### src/verilog/pdt_pkg.sv
// Shared constants for the prescaled down-counter timer
package pdt_pkg;

   // Data-space locations of the timer registers
   localparam logic [7:0] ADDR_PRESCALER = 8'h00D2;
   localparam logic [7:0] ADDR_COUNT     = 8'h00D3;
   localparam logic [7:0] ADDR_CONTROL   = 8'h00D4;

   // Values after reset
   localparam logic [7:0] RESET_COUNT     = 8'h00FF;
   localparam logic [6:0] RESET_PRESCALER = 7'h7F;
   localparam logic [7:0] RESET_CONTROL   = 8'h0000;

   // Prescaler value forced while the run bit is low
   localparam logic [6:0] PRESCALER_IDLE = 7'h7F;

   // Field positions in timer_control_status
   localparam int BIT_ZERO_FLAG   = 7;
   localparam int BIT_IRQ_ENABLE  = 6;
   localparam int BIT_RESERVED    = 5;
   localparam int BIT_UNUSED      = 4;
   localparam int BIT_RUN         = 3;
   localparam int BIT_TAP_HI      = 2;
   localparam int BIT_TAP_LO      = 0;

   // Internal clock is divided by this before the prescaler
   localparam int          PRE_DIVIDE      = 12;
   localparam logic [3:0]  PRE_DIVIDE_LAST = 4'(PRE_DIVIDE - 1);

   // Interrupt vector number served by this timer
   localparam logic [2:0] IRQ_VECTOR = 3'h4;

   // Value that sets the zero flag when written to the counter
   localparam logic [7:0] COUNT_ZERO = 8'h0000;

endpackage

### src/verilog/pdt_timer.sv
`timescale 1ns/1ps
// Notes on behaviour
// 8-bit counter decrements on tap edge, loadable.
// Interrupt request when zero flag and enable.
// Zero flag set on decrement to zero.
// Prescaler clocked by internal clock over 12.
// Division 1 uses prescaler input; else bit.
// Tap select encodings 0..7 divide 1..128.
// Run bit low holds prescaler 7Fh, stops.
// Prescaler writable only while run bit high.
// Writing 00h count or control bit7 sets flag.
// Software clears zero flag; hardware never does.
// Reset: count FFh, prescaler 7Fh, control 00h.
// Count write beats decrement to zero.
// Count and prescaler readable at any time.
// Prescaler reads zero in top bit.
// Software writes one to reserved bit 5.
// Interrupt request can wake processor from wait.
// Counter wraps past zero; flag stays set.
module pdt_timer
(
   input  wire logic       clk,        // Internal clock, 25 MHz
   input  wire logic       rst,        // Asynchronous reset, active high
   input  wire logic [7:0] addr,       // Data-space address
   input  wire logic       wr_en,      // Write strobe, one cycle
   input  wire logic [7:0] wdata,      // Write data
   input  wire logic       rd_en,      // Read strobe, one cycle
   output logic      [7:0] rdata,      // Read data, valid cycle after rd_en
   output logic            irq_req,    // Timer interrupt request, level
   output logic      [2:0] irq_vector  // Vector number of the request
);

   // Prescaler tap bit selected by a nonzero tap code
   // Division 1 never comes here; the caller takes the tick directly
   function automatic logic tap_bit(input logic [6:0] value,
                                    input logic [2:0] sel);
      logic [2:0] idx;
      idx = sel - 3'h1;
      tap_bit = value[idx];
   endfunction

   // Register address match, shared by the three write decoders
   function automatic logic addr_is(input logic [7:0] where,
                                    input logic [7:0] reg_addr);
      addr_is = (where == reg_addr);
   endfunction

   // Decoded register strokes
   logic wr_prescaler;
   logic wr_count;
   logic wr_control;

   // Writes to unmapped locations fall through every decode and vanish
   assign wr_prescaler = wr_en && addr_is(addr, pdt_pkg::ADDR_PRESCALER);
   assign wr_count     = wr_en && addr_is(addr, pdt_pkg::ADDR_COUNT);
   assign wr_control   = wr_en && addr_is(addr, pdt_pkg::ADDR_CONTROL);

   // Control fields; the reserved and unused bits are stored so that a read
   // gives back what software last wrote there
   logic       zero_flag;
   logic       irq_enable;
   logic       reserved_one_bit;
   logic       unused_bit;
   logic       prescaler_run;
   logic [2:0] tap_select;
   logic       next_zero_flag;
   logic       next_irq_enable;
   logic       next_reserved_one_bit;
   logic       next_unused_bit;
   logic       next_prescaler_run;
   logic [2:0] next_tap_select;

   // Timing chain: the divider counts 0..11, the prescaler holds seven bits
   // and the counter eight
   logic [3:0] div_count;
   logic [6:0] prescaler_value;
   logic [7:0] timer_count;
   logic [3:0] next_div_count;
   logic [6:0] next_prescaler_value;
   logic [7:0] next_timer_count;

   // Next values of the output flip-flops; the pins themselves never see
   // combinational logic
   logic [7:0] next_rdata;
   logic       next_irq_req;

   // Internal events; pre_tick lasts one clock in twelve and count_tick
   // is never high without it
   logic       pre_tick;
   logic [6:0] pre_after_tick;
   logic       count_tick;
   logic       dec_to_zero;

   // The whole timing chain runs on clk. While the run bit is set the
   // divider turns every twelfth clock into a one-cycle tick, and each
   // tick steps the prescaler down by one. The counter steps on the tick
   // itself for division 1, otherwise on a rising edge of the chosen
   // prescaler bit. No bit of the chain is ever used as a clock, which
   // keeps the block in one timing domain at the cost of comparators.
   // Divide-by-12 stage and prescaler tick
   always_comb
   begin
      next_div_count = div_count;
      pre_tick       = 1'b0;
      if (prescaler_run)
      begin
         if (div_count == pdt_pkg::PRE_DIVIDE_LAST)
         begin
            next_div_count = 4'h0;
            pre_tick       = 1'b1;
         end
         else
         begin
            next_div_count = div_count + 4'h1;
         end
      end
      else
      begin
         // Restart the divider so a fresh run has a known phase: the first
         // tick comes twelve clocks after the run bit is written
         next_div_count = 4'h0;
      end
   end

   // Prescaler and counter clock taps; edges are found by comparing the
   // tapped bit before and after the tick, so no derived clock exists
   always_comb
   begin
      pre_after_tick = prescaler_value - 7'h01;
      count_tick     = 1'b0;
      // A prescaler write in the tick cycle replaces the step, so the
      // counter must not follow an edge that the prescaler never made
      if (pre_tick && !wr_prescaler)
      begin
         if (tap_select == 3'h0)
         begin
            count_tick = 1'b1;
         end
         else
         begin
            count_tick = !tap_bit(prescaler_value, tap_select) &&
                         tap_bit(pre_after_tick, tap_select);
         end
      end
   end

   // Prescaler next value
   always_comb
   begin
      next_prescaler_value = prescaler_value;
      // Follow the run bit as it is being written, so a stop forces 7Fh on
      // the same edge and a read never sees a stale value after the stop
      if (!next_prescaler_run)
      begin
         next_prescaler_value = pdt_pkg::PRESCALER_IDLE;
      end
      else if (wr_prescaler)
      begin
         next_prescaler_value = wdata[6:0];
      end
      else if (pre_tick)
      begin
         next_prescaler_value = pre_after_tick;
      end
   end

   // Counter next value; a write takes precedence over counting
   always_comb
   begin
      next_timer_count = timer_count;
      dec_to_zero      = 1'b0;
      if (wr_count)
      begin
         next_timer_count = wdata;
      end
      // A load beats a step in the same cycle, so a step to 00h that loses
      // to a write leaves the flag alone; only a written 00h sets it
      else if (count_tick && next_prescaler_run)
      begin
         // Wraps from 00h to FFh and keeps counting
         next_timer_count = timer_count - 8'h01;
         dec_to_zero      = (timer_count == 8'h01);
      end
   end

   // Control and status next values; a hardware set beats a software clear
   always_comb
   begin
      next_zero_flag        = zero_flag;
      next_irq_enable       = irq_enable;
      next_reserved_one_bit = reserved_one_bit;
      next_unused_bit       = unused_bit;
      next_prescaler_run    = prescaler_run;
      next_tap_select       = tap_select;
      if (wr_control)
      begin
         // Besides reset, writing 0 is the only way the flag clears
         next_zero_flag        = wdata[pdt_pkg::BIT_ZERO_FLAG];
         next_irq_enable       = wdata[pdt_pkg::BIT_IRQ_ENABLE];
         next_reserved_one_bit = wdata[pdt_pkg::BIT_RESERVED];
         next_unused_bit       = wdata[pdt_pkg::BIT_UNUSED];
         next_prescaler_run    = wdata[pdt_pkg::BIT_RUN];
         next_tap_select       =
            wdata[pdt_pkg::BIT_TAP_HI:pdt_pkg::BIT_TAP_LO];
      end
      // Hardware sets come last, so a clear written in the cycle of a step
      // to zero loses; software should read the flag back after clearing
      if (dec_to_zero)
      begin
         next_zero_flag = 1'b1;
      end
      if (wr_count && (wdata == pdt_pkg::COUNT_ZERO))
      begin
         next_zero_flag = 1'b1;
      end
   end

   // Request follows flag and enable; also serves as wait-mode wake-up.
   // It is a level, not a pulse: it stays up until software clears the
   // flag or the enable, so a request missed during a wait is not lost
   always_comb
   begin
      next_irq_req = next_zero_flag && next_irq_enable;
   end

   // Read data; reads have no side effects. The mux looks at the registers,
   // so a read in the cycle of a write returns the old value, and an
   // unmapped location reads as 00h
   always_comb
   begin
      next_rdata = rdata;
      if (rd_en)
      begin
         case (addr)
            pdt_pkg::ADDR_PRESCALER:
               next_rdata = {1'b0, prescaler_value};
            pdt_pkg::ADDR_COUNT:
               next_rdata = timer_count;
            pdt_pkg::ADDR_CONTROL:
               next_rdata = {zero_flag, irq_enable, reserved_one_bit,
                             unused_bit, prescaler_run, tap_select};
            default:
               next_rdata = 8'h0000;
         endcase
      end
   end

   // Register stage for the timing chain; reset leaves the timer stopped
   // with the counter at its top value
   always_ff @(posedge clk or posedge rst)
   begin
      if (rst)
      begin
         div_count       <= 4'h0;
         prescaler_value <= pdt_pkg::RESET_PRESCALER;
         timer_count     <= pdt_pkg::RESET_COUNT;
      end
      else
      begin
         div_count       <= next_div_count;
         prescaler_value <= next_prescaler_value;
         timer_count     <= next_timer_count;
      end
   end

   // Register stage for control and status
   always_ff @(posedge clk or posedge rst)
   begin
      if (rst)
      begin
         zero_flag        <= pdt_pkg::RESET_CONTROL[pdt_pkg::BIT_ZERO_FLAG];
         irq_enable       <= pdt_pkg::RESET_CONTROL[pdt_pkg::BIT_IRQ_ENABLE];
         reserved_one_bit <= pdt_pkg::RESET_CONTROL[pdt_pkg::BIT_RESERVED];
         unused_bit       <= pdt_pkg::RESET_CONTROL[pdt_pkg::BIT_UNUSED];
         prescaler_run    <= pdt_pkg::RESET_CONTROL[pdt_pkg::BIT_RUN];
         tap_select       <=
            pdt_pkg::RESET_CONTROL[pdt_pkg::BIT_TAP_HI:pdt_pkg::BIT_TAP_LO];
      end
      else
      begin
         zero_flag        <= next_zero_flag;
         irq_enable       <= next_irq_enable;
         reserved_one_bit <= next_reserved_one_bit;
         unused_bit       <= next_unused_bit;
         prescaler_run    <= next_prescaler_run;
         tap_select       <= next_tap_select;
      end
   end

   // Output register stage; every pin comes straight from a flip-flop, so
   // read data lags its strobe by one cycle and never glitches
   always_ff @(posedge clk or posedge rst)
   begin
      if (rst)
      begin
         rdata      <= 8'h0000;
         irq_req    <= 1'b0;
         irq_vector <= pdt_pkg::IRQ_VECTOR;
      end
      else
      begin
         rdata      <= next_rdata;
         irq_req    <= next_irq_req;
         irq_vector <= pdt_pkg::IRQ_VECTOR;
      end
   end

endmodule // pdt_timer

### config.mk
export PLATFORM = sky130hd
export DESIGN_NAME = pdt_timer
export DESIGN_NICKNAME = d
export VERILOG_FILES = /design/src/verilog/pdt_pkg.sv /design/src/verilog/pdt_timer.sv
export SDC_FILE = /design/constraint.sdc
export NUM_CORES = 1
export LEC_CHECK = 0
export BUFFER_PORTS_ARGS = -buffer_cell sky130_fd_sc_hd__buf_2
export CAP_MARGIN = 20
export CORE_ASPECT_RATIO = 1.1
export CORE_UTILIZATION = 35
export CTS_CLUSTER_DIAMETER = 40
export DETAILED_ROUTE_END_ITERATION = 10
export PLACE_DENSITY_LB_ADDON = 0.2
export SYNTH_ARGS = -nofsm -noshare
export SYNTH_HDL_FRONTEND = slang
export SYNTH_SLANG_ARGS = --single-unit
### constraint.sdc
create_clock -name clk -period 7.6 [get_ports clk]
set_clock_uncertainty 0.1 [all_clocks]
set_input_delay 1.52 -clock clk [delete_from_list [all_inputs] [get_ports clk]]
set_output_delay 1.52 -clock clk [all_outputs]
set_load 0.02 [all_outputs]
==> results of run 1 <==
placed cells by master, fill, tap and decap left out, types with 2 or more instances in the layout:
cell type,n
or3_1,2
nor2b_1,3
conb_1,3
o211ai_1,2
a222oi_1,7
buf_2,28
clkbuf_1,2
dfstp_2,15
mux2_2,7
xor2_1,4
buf_4,2
o22ai_1,8
o21ai_1,4
o21ai_0,11
nand2_1,23
nand2b_1,4
and2_1,3
ha_1,6
nor3b_1,3
nor3_1,5
clkbuf_8,5
dfrtp_1,21
nor2_1,15
nor4_1,9
nor4b_1,3
inv_1,18
mux2i_1,6
a21oi_1,5
xnor2_1,11
a22oi_1,2
nand3_1,2
final cells by class:
class | count | area [µm²]
fill | 605 | 3420
sequential | 36 | 920
inverter | 18 | 67.6
timing repair buffer | 30 | 155
clock inverter | 1 | 5.00
tap | 77 | 96.3
clock buffer | 7 | 76.3
multi-input combinational | 166 | 1130
where the power goes:
part	leakage [nW]	switching [mW]	internal (mW)
sequential	0.448	0.00625	0.198
combinational	0.521	0.0242	0.0175
clock	0.0422	0.0691	0.0644
layer usage:
metal | routed length, µm | track usage (%) | up-vias | share of wire (%)
met5 | 0 | 0 | - | 0
met4 | 89 | 5.66 | 0 | 1.6
met3 | 234 | 3.37 | 10 | 4.3
met2 | 2640 | 30.0 | 39 | 49
met1 | 2470 | 23.7 | 893 | 45
li1 | - | - | 874 | -
worst register-to-register path: cells and delay by family, from the launching register on:
kind | cells | cell delay [ns]
simple gates | 4 | 0.88
compound gates | 2 | 0.63
flops | 1 | 0.58
fa+ha+maj | 1 | 0.41
buf+inv | 1 | 0.13
flip-flops by register name, indices dropped and copies added, names as in the netlist:
name	flops
prescaler_run	1
timer_count	8
irq_req	1
zero_flag	1
rdata	8
prescaler_value	7
div_count	4
reserved_one_bit	1
unused_bit	1
irq_enable	1
tap_select	3
kinds of logic after synthesis:
group	count (synthesis)
AOI/OAI and AO/OA	47
and+or+nand+nor	82
other	2
adders and majority gates	6
xor gates and xnor gates	15
DFF	36
buffers and inverters	29
muxes	13
per-stage QoR:
step,power [mW],hold WS [ns]
final,0.380,0.376
after global routing,0.398,0.425
after CTS,0.384,0.378
after detailed placement,0.250,0.368
after global placement,0.249,0.361
after floorplan,0.235,0.338
worst max-delay path by stage:
| stage | from | end | slack, ns | depth (start not counted) |
|---|---|---|---|---|
| final | addr[3] | irq_req$_DFF_PP0_ | 4.52 | 8 |
| after global routing | addr[3] | prescaler_value[6]$_DFFE_PP1P_ | 4.42 | 8 |
| after CTS | addr[3] | irq_req$_DFF_PP0_ | 4.53 | 8 |
| after detailed placement | addr[3] | irq_req$_DFF_PP0_ | 4.29 | 8 |
| after global placement | addr[3] | timer_count[1]$_DFFE_PP1P_ | 4.28 | 8 |
| after floorplan | addr[3] | timer_count[0]$_DFFE_PP1P_ | 4.31 | 8 |
==> impl_metrics.json, run 1 <==
{
  "slowest_delay_ns": 0.43,
  "drv_slew": 0,
  "whs_path_depth": 1,
  "final_layout_size_suffix_gt1_share_pct": 24.4,
  "cts_inserted_buffers": 5,
  "power.leakage_nw": 1.01,
  "synth_area_leaders": "dfrtp_1 (24%), dfstp_2 (18%), xnor2_1 (4.4%)",
  "yosys_register_bits": 36,
  "drt_iter0_drc": 169,
  "hold_buffers": 0,
  "worstMarginPinSlew_ns": 0.783,
  "synth_flop_cell": "dfrtp_1",
  "vias": 1816,
  "grt.total_usage_pct": 18.0,
  "synth.distinct_cells": 49,
  "critPathKind": "in2reg",
  "post-synth-top-count-cell": "nand2_1",
  "yosysSeqAreaShare_pct": 42.3,
  "post-place-ws_ns": 4.29,
  "synth_compound_area_share_pct": 15.6,
  "slew_headroom_pct": 47.6,
  "rsz0062_at_grt": "false",
  "period_needed_ns": 3.08,
  "h-tree-depth": 2,
  "fin_util_pct": 41.8,
  "synthDominantCellAreaShare_pct": 24.2,
  "yosys_warnings": 0,
  "cts_sinks": 36,
  "rr_endpoint": "irq_req$_DFF_PP0_",
  "final_nets": 283,
  "coreArea_um2": 5880,
  "grt-ovfl-total": 0,
  "synth_top_family_by_area": "simple AND/OR/NAND/NOR gates",
  "die_h_um": 84.6,
  "worstHoldPathType": "reg2reg",
  "drt_pass1_iterations": 6,
  "r2r_slack_ns": 4.77,
  "tns_ns": 0,
  "grt_pass1_wl_um": 9090,
  "clkTransAtPathRegs_ns": 0.07,
  "timing.fmax_mhz": 325,
  "cts-root-buf": "clkbuf_8",
  "cp-end-kind": "flop",
  "clock_path_buffers": 2,
  "setup_viol": 0,
  "worst_ep_arrival_time_ns": 3.16,
  "cp-start-kind": "primary input",
  "dpl_cell_area_um2": 2370,
  "instances_no_fill": 335,
  "area_growth_pct": 13.0,
  "dieWidth_um": 77.1,
  "path_max_fanout": 9,
  "drc_errors": 0,
  "crit_slowest_cell": "nand4b_1",
  "required_ns": 7.69,
  "port_buffers": 28,
  "synthMuxAreaShare_pct": 6.39,
  "synthCells": 230,
  "ff2ff_path_depth": 8,
  "synth-edff-count": 0,
  "place_inst": 327,
  "async_reset_ff_share_pct": 100,
  "cts.repair.resized": 0,
  "fin_crit_sh_pct": 40.5,
  "synth-simple-area-share_pct": 20.3,
  "die-area_um2": 6530,
  "syn_area_um2": 2170,
  "ir_drop_v": 0.0000792,
  "status": "completed",
  "ys_top_cells_by_count": "nand2_1 (23), dfrtp_1 (21), inv_1 (18), dfstp_2 (15), nor2_1 (15)",
  "antenna_found_initial": 0,
  "grt_pass1_vias": 1828,
  "hpwl_um": 3920,
  "synthAdderAreaFrac_pct": 3.46,
  "p_per_area_nw_per_um2": 155,
  "routed_wl_um": 5440,
  "wl_per_cell_um": 16.2,
  "grt_start_max_net_pins": 37,
  "critPathBufInv": 1,
  "synth_xor_area_share_pct": 6.05,
  "io_pins": 32,
  "setup_slack_ns": 4.52,
  "clk_latency_ns": 0.29,
  "holdPathEnd": "div_count[0]$_DFF_PP0_",
  "postCtsSetupBuffers": 0,
  "r2r-start": "tap_select[0]$_DFFE_PP0P_",
  "syn_avg_cell_area_um2": 9.44,
  "vias_per_cell": 5.42,
  "place.gp.congestion": 0.792,
  "hold_start": "div_count[0]$_DFF_PP0_",
  "design_area_um2": 2450,
  "row_count": 29,
  "synth_largest_area_cell": "dfrtp_1",
  "diodes": 0,
  "start_util_pct": 37.0,
  "max_cap_viol_count": 0,
  "ant_nets": 0,
  "cts_tree": "yes",
  "path_cells": "buf_2 > nor2_1 > and4b_1 > nand4b_1 > mux2i_1 > o21ai_0 > a31o_1 > and2_1",
  "finalHoldViolCount": 0,
  "crit_family": "simple AND/OR/NAND/NOR gates"
}
Note: power is estimated with default switching activity, not from simulation.
==> inputs of run 2 (changes only) <==
- ABC_AREA: not set -> 1
- clock period: 7.6 -> 3 ns (I/O delays scaled with it)
==> run 2 against run 1 <==
Worst setup slack worse by 3.8 ns. First-iteration DRC count down 30%. Wire length up 7.0%. Die area up 11%. Hold slack worse by 0.077 ns. Sequential share of layout area down 3.7 points. Count of clock-buffer cells in the layout unchanged. Global-route usage down 0.44 points. Via count up 15%. Final area up 11%. Largest cell class unchanged.
==> impl_metrics.json, run 2 <==
{
  "yosys_warnings": 0,
  "synth-edff-count": 0,
  "dieWidth_um": 81.3,
  "required_ns": 3.13,
  "cts_tree": "yes",
  "routed_wl_um": 5820,
  "cp-end-kind": "flop",
  "io_pins": 32,
  "tns_ns": 0,
  "clkTransAtPathRegs_ns": 0.08,
  "ys_top_cells_by_count": "nand2_1 (88), inv_1 (37), nand3_1 (28), nor2_1 (23), dfrtp_1 (21)",
  "cts-root-buf": "clkbuf_8",
  "drt_iter0_drc": 118,
  "synth_largest_area_cell": "dfrtp_1",
  "slew_headroom_pct": 57.0,
  "p_switching_mw": 0.330,
  "drc_errors": 0,
  "vias": 2092,
  "antenna_found_initial": 0,
  "p_seq_share_pct": 48.3,
  "power.internal_mw": 0.772,
  "path_max_fanout": 9,
  "dpl_cell_area_um2": 2630,
  "syn_area_um2": 2420,
  "p_clk_share_pct": 33.1,
  "critPathBufInv": 2,
  "critPathKind": "reg2reg",
  "yosys_register_bits": 36,
  "timing.fmax_mhz": 442,
  "seq_area_um2": 920,
  "final_layout_size_suffix_gt1_share_pct": 23.0,
  "drt_pass1_iterations": 4,
  "coreArea_um2": 6630,
  "cts_inserted_buffers": 5,
  "port_buffers": 28,
  "fin_crit_sh_pct": 75.4,
  "row_count": 31,
  "worst_ep_arrival_time_ns": 2.39,
  "slowest_delay_ns": 0.50,
  "post-synth-top-count-cell": "nand2_1",
  "async_reset_ff_share_pct": 100,
  "grt_pass1_vias": 1896,
  "period_needed_ns": 2.26,
  "ant_nets": 0,
  "mostFrequentLayoutCell": "nand2_1",
  "setup_viol": 0,
  "design_area_um2": 2720,
  "die_h_um": 89.2,
  "layout_common_cells": "nand2_1 (88), inv_1 (37), nand3_1 (28), buf_2 (28), nor2_1 (23)",
  "cts_sinks": 36,
  "final_nets": 369,
  "diodes": 0,
  "cp_common_cell": "nand2_1",
  "swShare_pct": 30.0,
  "top_regs": "rdata (8), timer_count (8), prescaler_value (7)",
  "die-area_um2": 7250,
  "worstMarginPinSlew_ns": 0.643,
  "crit_family": "simple AND/OR/NAND/NOR gates",
  "clk_latency_ns": 0.29,
  "hold_buffers": 0,
  "instances_no_fill": 426,
  "synth_area_leaders": "dfrtp_1 (22%), dfstp_2 (16%), nand2_1 (14%)",
  "finalHoldViolCount": 0,
  "power.leakage_nw": 1.42,
  "rsz0062_at_grt": "false",
  "vias_per_cell": 4.91,
  "max_cap_viol_count": 0,
  "crit_slowest_cell": "dfrtp_1",
  "synthDominantCellAreaShare_pct": 21.7,
  "cts.repair.resized": 0,
  "h-tree-depth": 2,
  "syn_avg_cell_area_um2": 7.71,
  "yosysSeqAreaShare_pct": 38.0,
  "place_inst": 418,
  "area_growth_pct": 12.4,
  "worstHoldPathType": "in2async",
  "p_per_area_nw_per_um2": 405,
  "start_util_pct": 36.5,
  "p_comb_share_pct": 18.6,
  "wl_per_cell_um": 13.7,
  "postCtsSetupBuffers": 0,
  "place.gp.congestion": 0.845,
  "hpwl_um": 4490,
  "synthCells": 314,
  "drv_slew": 0,
  "multiInputGateArea_um2": 1290,
  "grt.total_usage_pct": 17.6,
  "n_fill_cell": 691,
  "status": "completed",
  "cp-start-kind": "flop",
  "ir_drop_v": 0.000265,
  "grt-ovfl-total": 0,
  "path_cells": "inv_2 > ha_1 > inv_1 > nand3_1 > nand2_1 > nand2_1 > nand2_1 > a21oi_1 > nand2_1 > nand2_1 > nand2_4 > nand2_4 > nand2_1 > nand2_1",
  "synth.distinct_cells": 38,
  "grt_start_max_net_pins": 37,
  "synth_flop_cell": "dfrtp_1",
  "clock_path_buffers": 2,
  "grt_pass1_wl_um": 9440
}
run 2: worst paths after layout:
kind / from / end / slack [ns] / cells past startpoint
worst max-delay path: tap_select[0]$_DFFE_PP0P_ / timer_count[5]$_DFFE_PP1P_ / 0.74 / 14
worst min-delay path: rst / rdata[3]$_DFFE_PP0P_ / 0.30 / 3
worst max register to register: tap_select[0]$_DFFE_PP0P_ / timer_count[5]$_DFFE_PP1P_ / 0.74 / 14
worst min register to register: div_count[0]$_DFF_PP0_ / div_count[0]$_DFF_PP0_ / 0.37 / 1
max in group asynchronous: rst / timer_count[5]$_DFFE_PP1P_ / 2.14 / 3
min in group clk: div_count[0]$_DFF_PP0_ / div_count[0]$_DFF_PP0_ / 0.37 / 1
run 2: power groups by stage:
stage | registers (mW) | clock network [mW] | logic (mW)
6_report | 0.533 | 0.365 | 0.205
5_1_grt | 0.536 | 0.397 | 0.236
4_1_cts | 0.532 | 0.378 | 0.207
3_5_place_dp | 0.541 | 0 | 0.206
3_3_place_gp | 0.541 | 0 | 0.204
2_1_floorplan | 0.534 | 0 | 0.155
run 2: cell type report:
type	instances	share of cell area, %
Multi-Input combinational cell	228	47.4
Sequential cell	36	33.8
Inverter	42	5.89
Timing Repair Buffer	30	5.70
Tap cell	82	3.77
Clock buffer	7	3.17
Clock inverter	1	0.276
run 2: metal layers:
metal  wire length [µm]  GRT usage [%]  share of wire, %
met2               2820           29.0                49
met5                  0              0                 0
met4                 70           4.87               1.2
met3                171           2.76               2.9
met1               2760           23.8                47
run 2: per-stage QoR:
step	hold slack (ns)	setup slack (ns)	power (mW)	util (%)
2_1_floorplan	0.331	1.09	0.689	-
3_5_place_dp	0.360	0.607	0.747	39.6
6_report	0.299	0.739	1.10	41.0
4_1_cts	0.326	0.725	1.12	41.0
3_3_place_gp	0.356	0.690	0.745	39.6
5_1_grt	0.338	0.425	1.17	41.0
run 2: cell families after synthesis:
group	Yosys count	synth area share (%)
flip-flops	36	38.0
AO/OA/AOI/OAI	41	10.2
AND/OR/NAND/NOR	164	33.5
buffers and inverters	51	8.94
XOR/XNOR	6	2.17
multiplexers	8	3.72
adder cells (fa/ha/maj)	6	3.10
other	2	0.310
run 2: worst reg2reg max path, stage by stage, from the launching register on:
cell	delay, ns
dfrtp_1	0.50
inv_2	0.15
ha_1	0.41
inv_1	0.10
nand3_1	0.07
nand2_1	0.06
nand2_1	0.06
nand2_1	0.05
a21oi_1	0.10
nand2_1	0.06
nand2_1	0.14
nand2_4	0.12
nand2_4	0.13
nand2_1	0.07
nand2_1	0.07
==> inputs of run 3 (changes only) <==
- clock period: 3 -> 1.95 ns (I/O delays scaled with it)
==> run 3 against run 2 <==
Power is 55% higher. Die area stayed put. First-iteration DRC count is 16% higher. Utilization is 2.8 points higher. Final cell count is 3.3% higher. Global-route usage is 1.3 points higher. Via count is 4.0% higher. Register-to-register slack worse by 0.69 ns. Non-clock buffer count is 13 higher.
==> impl_metrics.json, run 3 (synthesis results as in run 2) <==
{
  "die_h_um": 89.2,
  "grt.total_usage_pct": 18.9,
  "p_per_area_nw_per_um2": 588,
  "h-tree-depth": 2,
  "area_growth_pct": 20.1,
  "grt-ovfl-total": 0,
  "grt_start_max_net_pins": 37,
  "final_nets": 383,
  "required_ns": 2.08,
  "coreArea_um2": 6630,
  "post-place-ws_ns": -0.0767,
  "status": "completed",
  "clk_latency_ns": 0.29,
  "mostFrequentLayoutCell": "nand2_1",
  "clock_path_buffers": 2,
  "grt_pass1_wl_um": 10300,
  "ff2ff_path_depth": 14,
  "power.leakage_nw": 1.49,
  "dieWidth_um": 81.3,
  "ir_drop_v": 0.000317,
  "drc_errors": 0,
  "row_count": 31,
  "final_layout_size_suffix_gt1_share_pct": 31.3,
  "port_buffers": 28,
  "max_cap_viol_count": 0,
  "cts_sinks": 36,
  "cp-start-kind": "flop",
  "timing.fmax_mhz": 525,
  "clkTransAtPathRegs_ns": 0.08,
  "io_pins": 32,
  "place.gp.congestion": 0.847,
  "n_fill_cell": 697,
  "die-area_um2": 7250,
  "critPathKind": "reg2reg",
  "tns_ns": 0,
  "period_needed_ns": 1.90,
  "fin_crit_sh_pct": 97.6,
  "wl_per_cell_um": 14.0,
  "start_util_pct": 36.5,
  "hpwl_um": 4700,
  "cts-root-buf": "clkbuf_8",
  "drt_pass1_iterations": 4,
  "finalHoldViolCount": 0,
  "vias_per_cell": 4.95,
  "antenna_found_initial": 0,
  "cts_tree": "yes",
  "worstHoldPathType": "in2async",
  "worst_ep_arrival_time_ns": 2.03,
  "grt_pass1_vias": 2151,
  "cp-end-kind": "flop",
  "diodes": 0,
  "top_regs": "rdata (8), timer_count (8), prescaler_value (7)",
  "layout_common_cells": "nand2_1 (83), inv_1 (33), buf_2 (28), nand3_1 (25), nor2_1 (22)",
  "drt_iter0_drc": 137,
  "vias": 2176,
  "drv_slew": 0,
  "cts_inserted_buffers": 5,
  "path_max_fanout": 8,
  "ant_nets": 0,
  "setup_viol": 0,
  "routed_wl_um": 6160,
  "setup_slack_ns": 0.0467,
  "rsz0062_at_grt": "true"
}
run 3: cell types whose count changed in the layout (fill, tap and decap cells not counted), moves of 2 or more:
cell,delta
a21oi_1,-2
a21oi_2,+2
buf_4,+13
clkinv_2,+2
ha_1,-2
ha_4,+2
inv_1,-4
inv_2,+4
nand2_1,-5
nand2_2,+5
nand3_1,-3
nand3_2,+3
run 3: layer usage:
metal / track usage [%] / part of all wire, % / vias up
met5: 0 / 0 / -
met1: 25.1 / 46 / 993
met3: 2.45 / 3.5 / 13
met2: 31.4 / 48 / 59
li1: - / - / 1111
met4: 6.66 / 2.5 / 0
run 3: area by class of cell:
| class | instances | area, µm² | share of cell area [%] |
|---|---|---|---|
| multi-input combinational | 229 | 1380 | 47.6 |
| sequential | 36 | 920 | 31.6 |
| timing repair buffer | 43 | 253 | 8.70 |
| inverter | 42 | 160 | 5.51 |
| tap | 82 | 103 | 3.53 |
| clock buffer | 5 | 68.8 | 2.37 |
| clock inverter | 3 | 18.8 | 0.646 |
run 3: path summary, 6_finish.rpt:
| kind | from | end | slack [ns] |
|---|---|---|---|
| max in group asynchronous | rst | timer_count[4]$_DFFE_PP1P_ | 1.30 |
| max | prescaler_value[0]$_DFFE_PP1P_ | timer_count[4]$_DFFE_PP1P_ | 0.05 |
| max reg2reg | prescaler_value[0]$_DFFE_PP1P_ | timer_count[4]$_DFFE_PP1P_ | 0.05 |
| min | rst | rdata[2]$_DFFE_PP0P_ | 0.1 |
| min in group clk | wdata[2] | tap_select[2]$_DFFE_PP0P_ | 0.28 |
| min reg2reg | div_count[0]$_DFF_PP0_ | div_count[0]$_DFF_PP0_ | 0.37 |
run 3: worst max-delay path, stage by stage, from the launching register on:
cell	delay, ns
dfstp_2	0.54
inv_2	0.05
ha_4	0.17
buf_4	0.13
nand2_1	0.05
nand2_1	0.07
nand3_2	0.07
nand3_2	0.08
nand2_1	0.06
nand2_1	0.06
nand2_2	0.12
nand2_4	0.11
nand2_8	0.10
nand2_1	0.05
nand2_1	0.05
run 3: timing repair:
item                       CTS  global route
gates cloned                 1             0
gates resized for setup     11            12
pin swaps                    6            11
setup endpoints to repair    9            10
buffers inserted             1             1
hold buffers                 0             0
run 3: stage by stage:
step / util, % / power (mW) / cells / area [µm²] / hold slack [ns]
global route: 43.8 / 1.81 / 440 / 2910 / 0.138
global placement: 40.8 / 1.16 / 429 / 2710 / 0.358
CTS: 42.9 / 1.73 / 439 / 2850 / 0.104
finish: 43.8 / 1.71 / 440 / 2910 / 0.0959
detailed placement: 40.8 / 1.17 / 429 / 2710 / 0.360
floorplan: - / 1.06 / 315 / 2420 / 0.331
run 3: where the power goes:
group          total (mW)  switching, mW  internal, mW
sequential          0.817         0.0293         0.787
clock               0.535          0.286         0.249
combinational       0.356          0.224         0.132
total                1.71          0.540          1.17
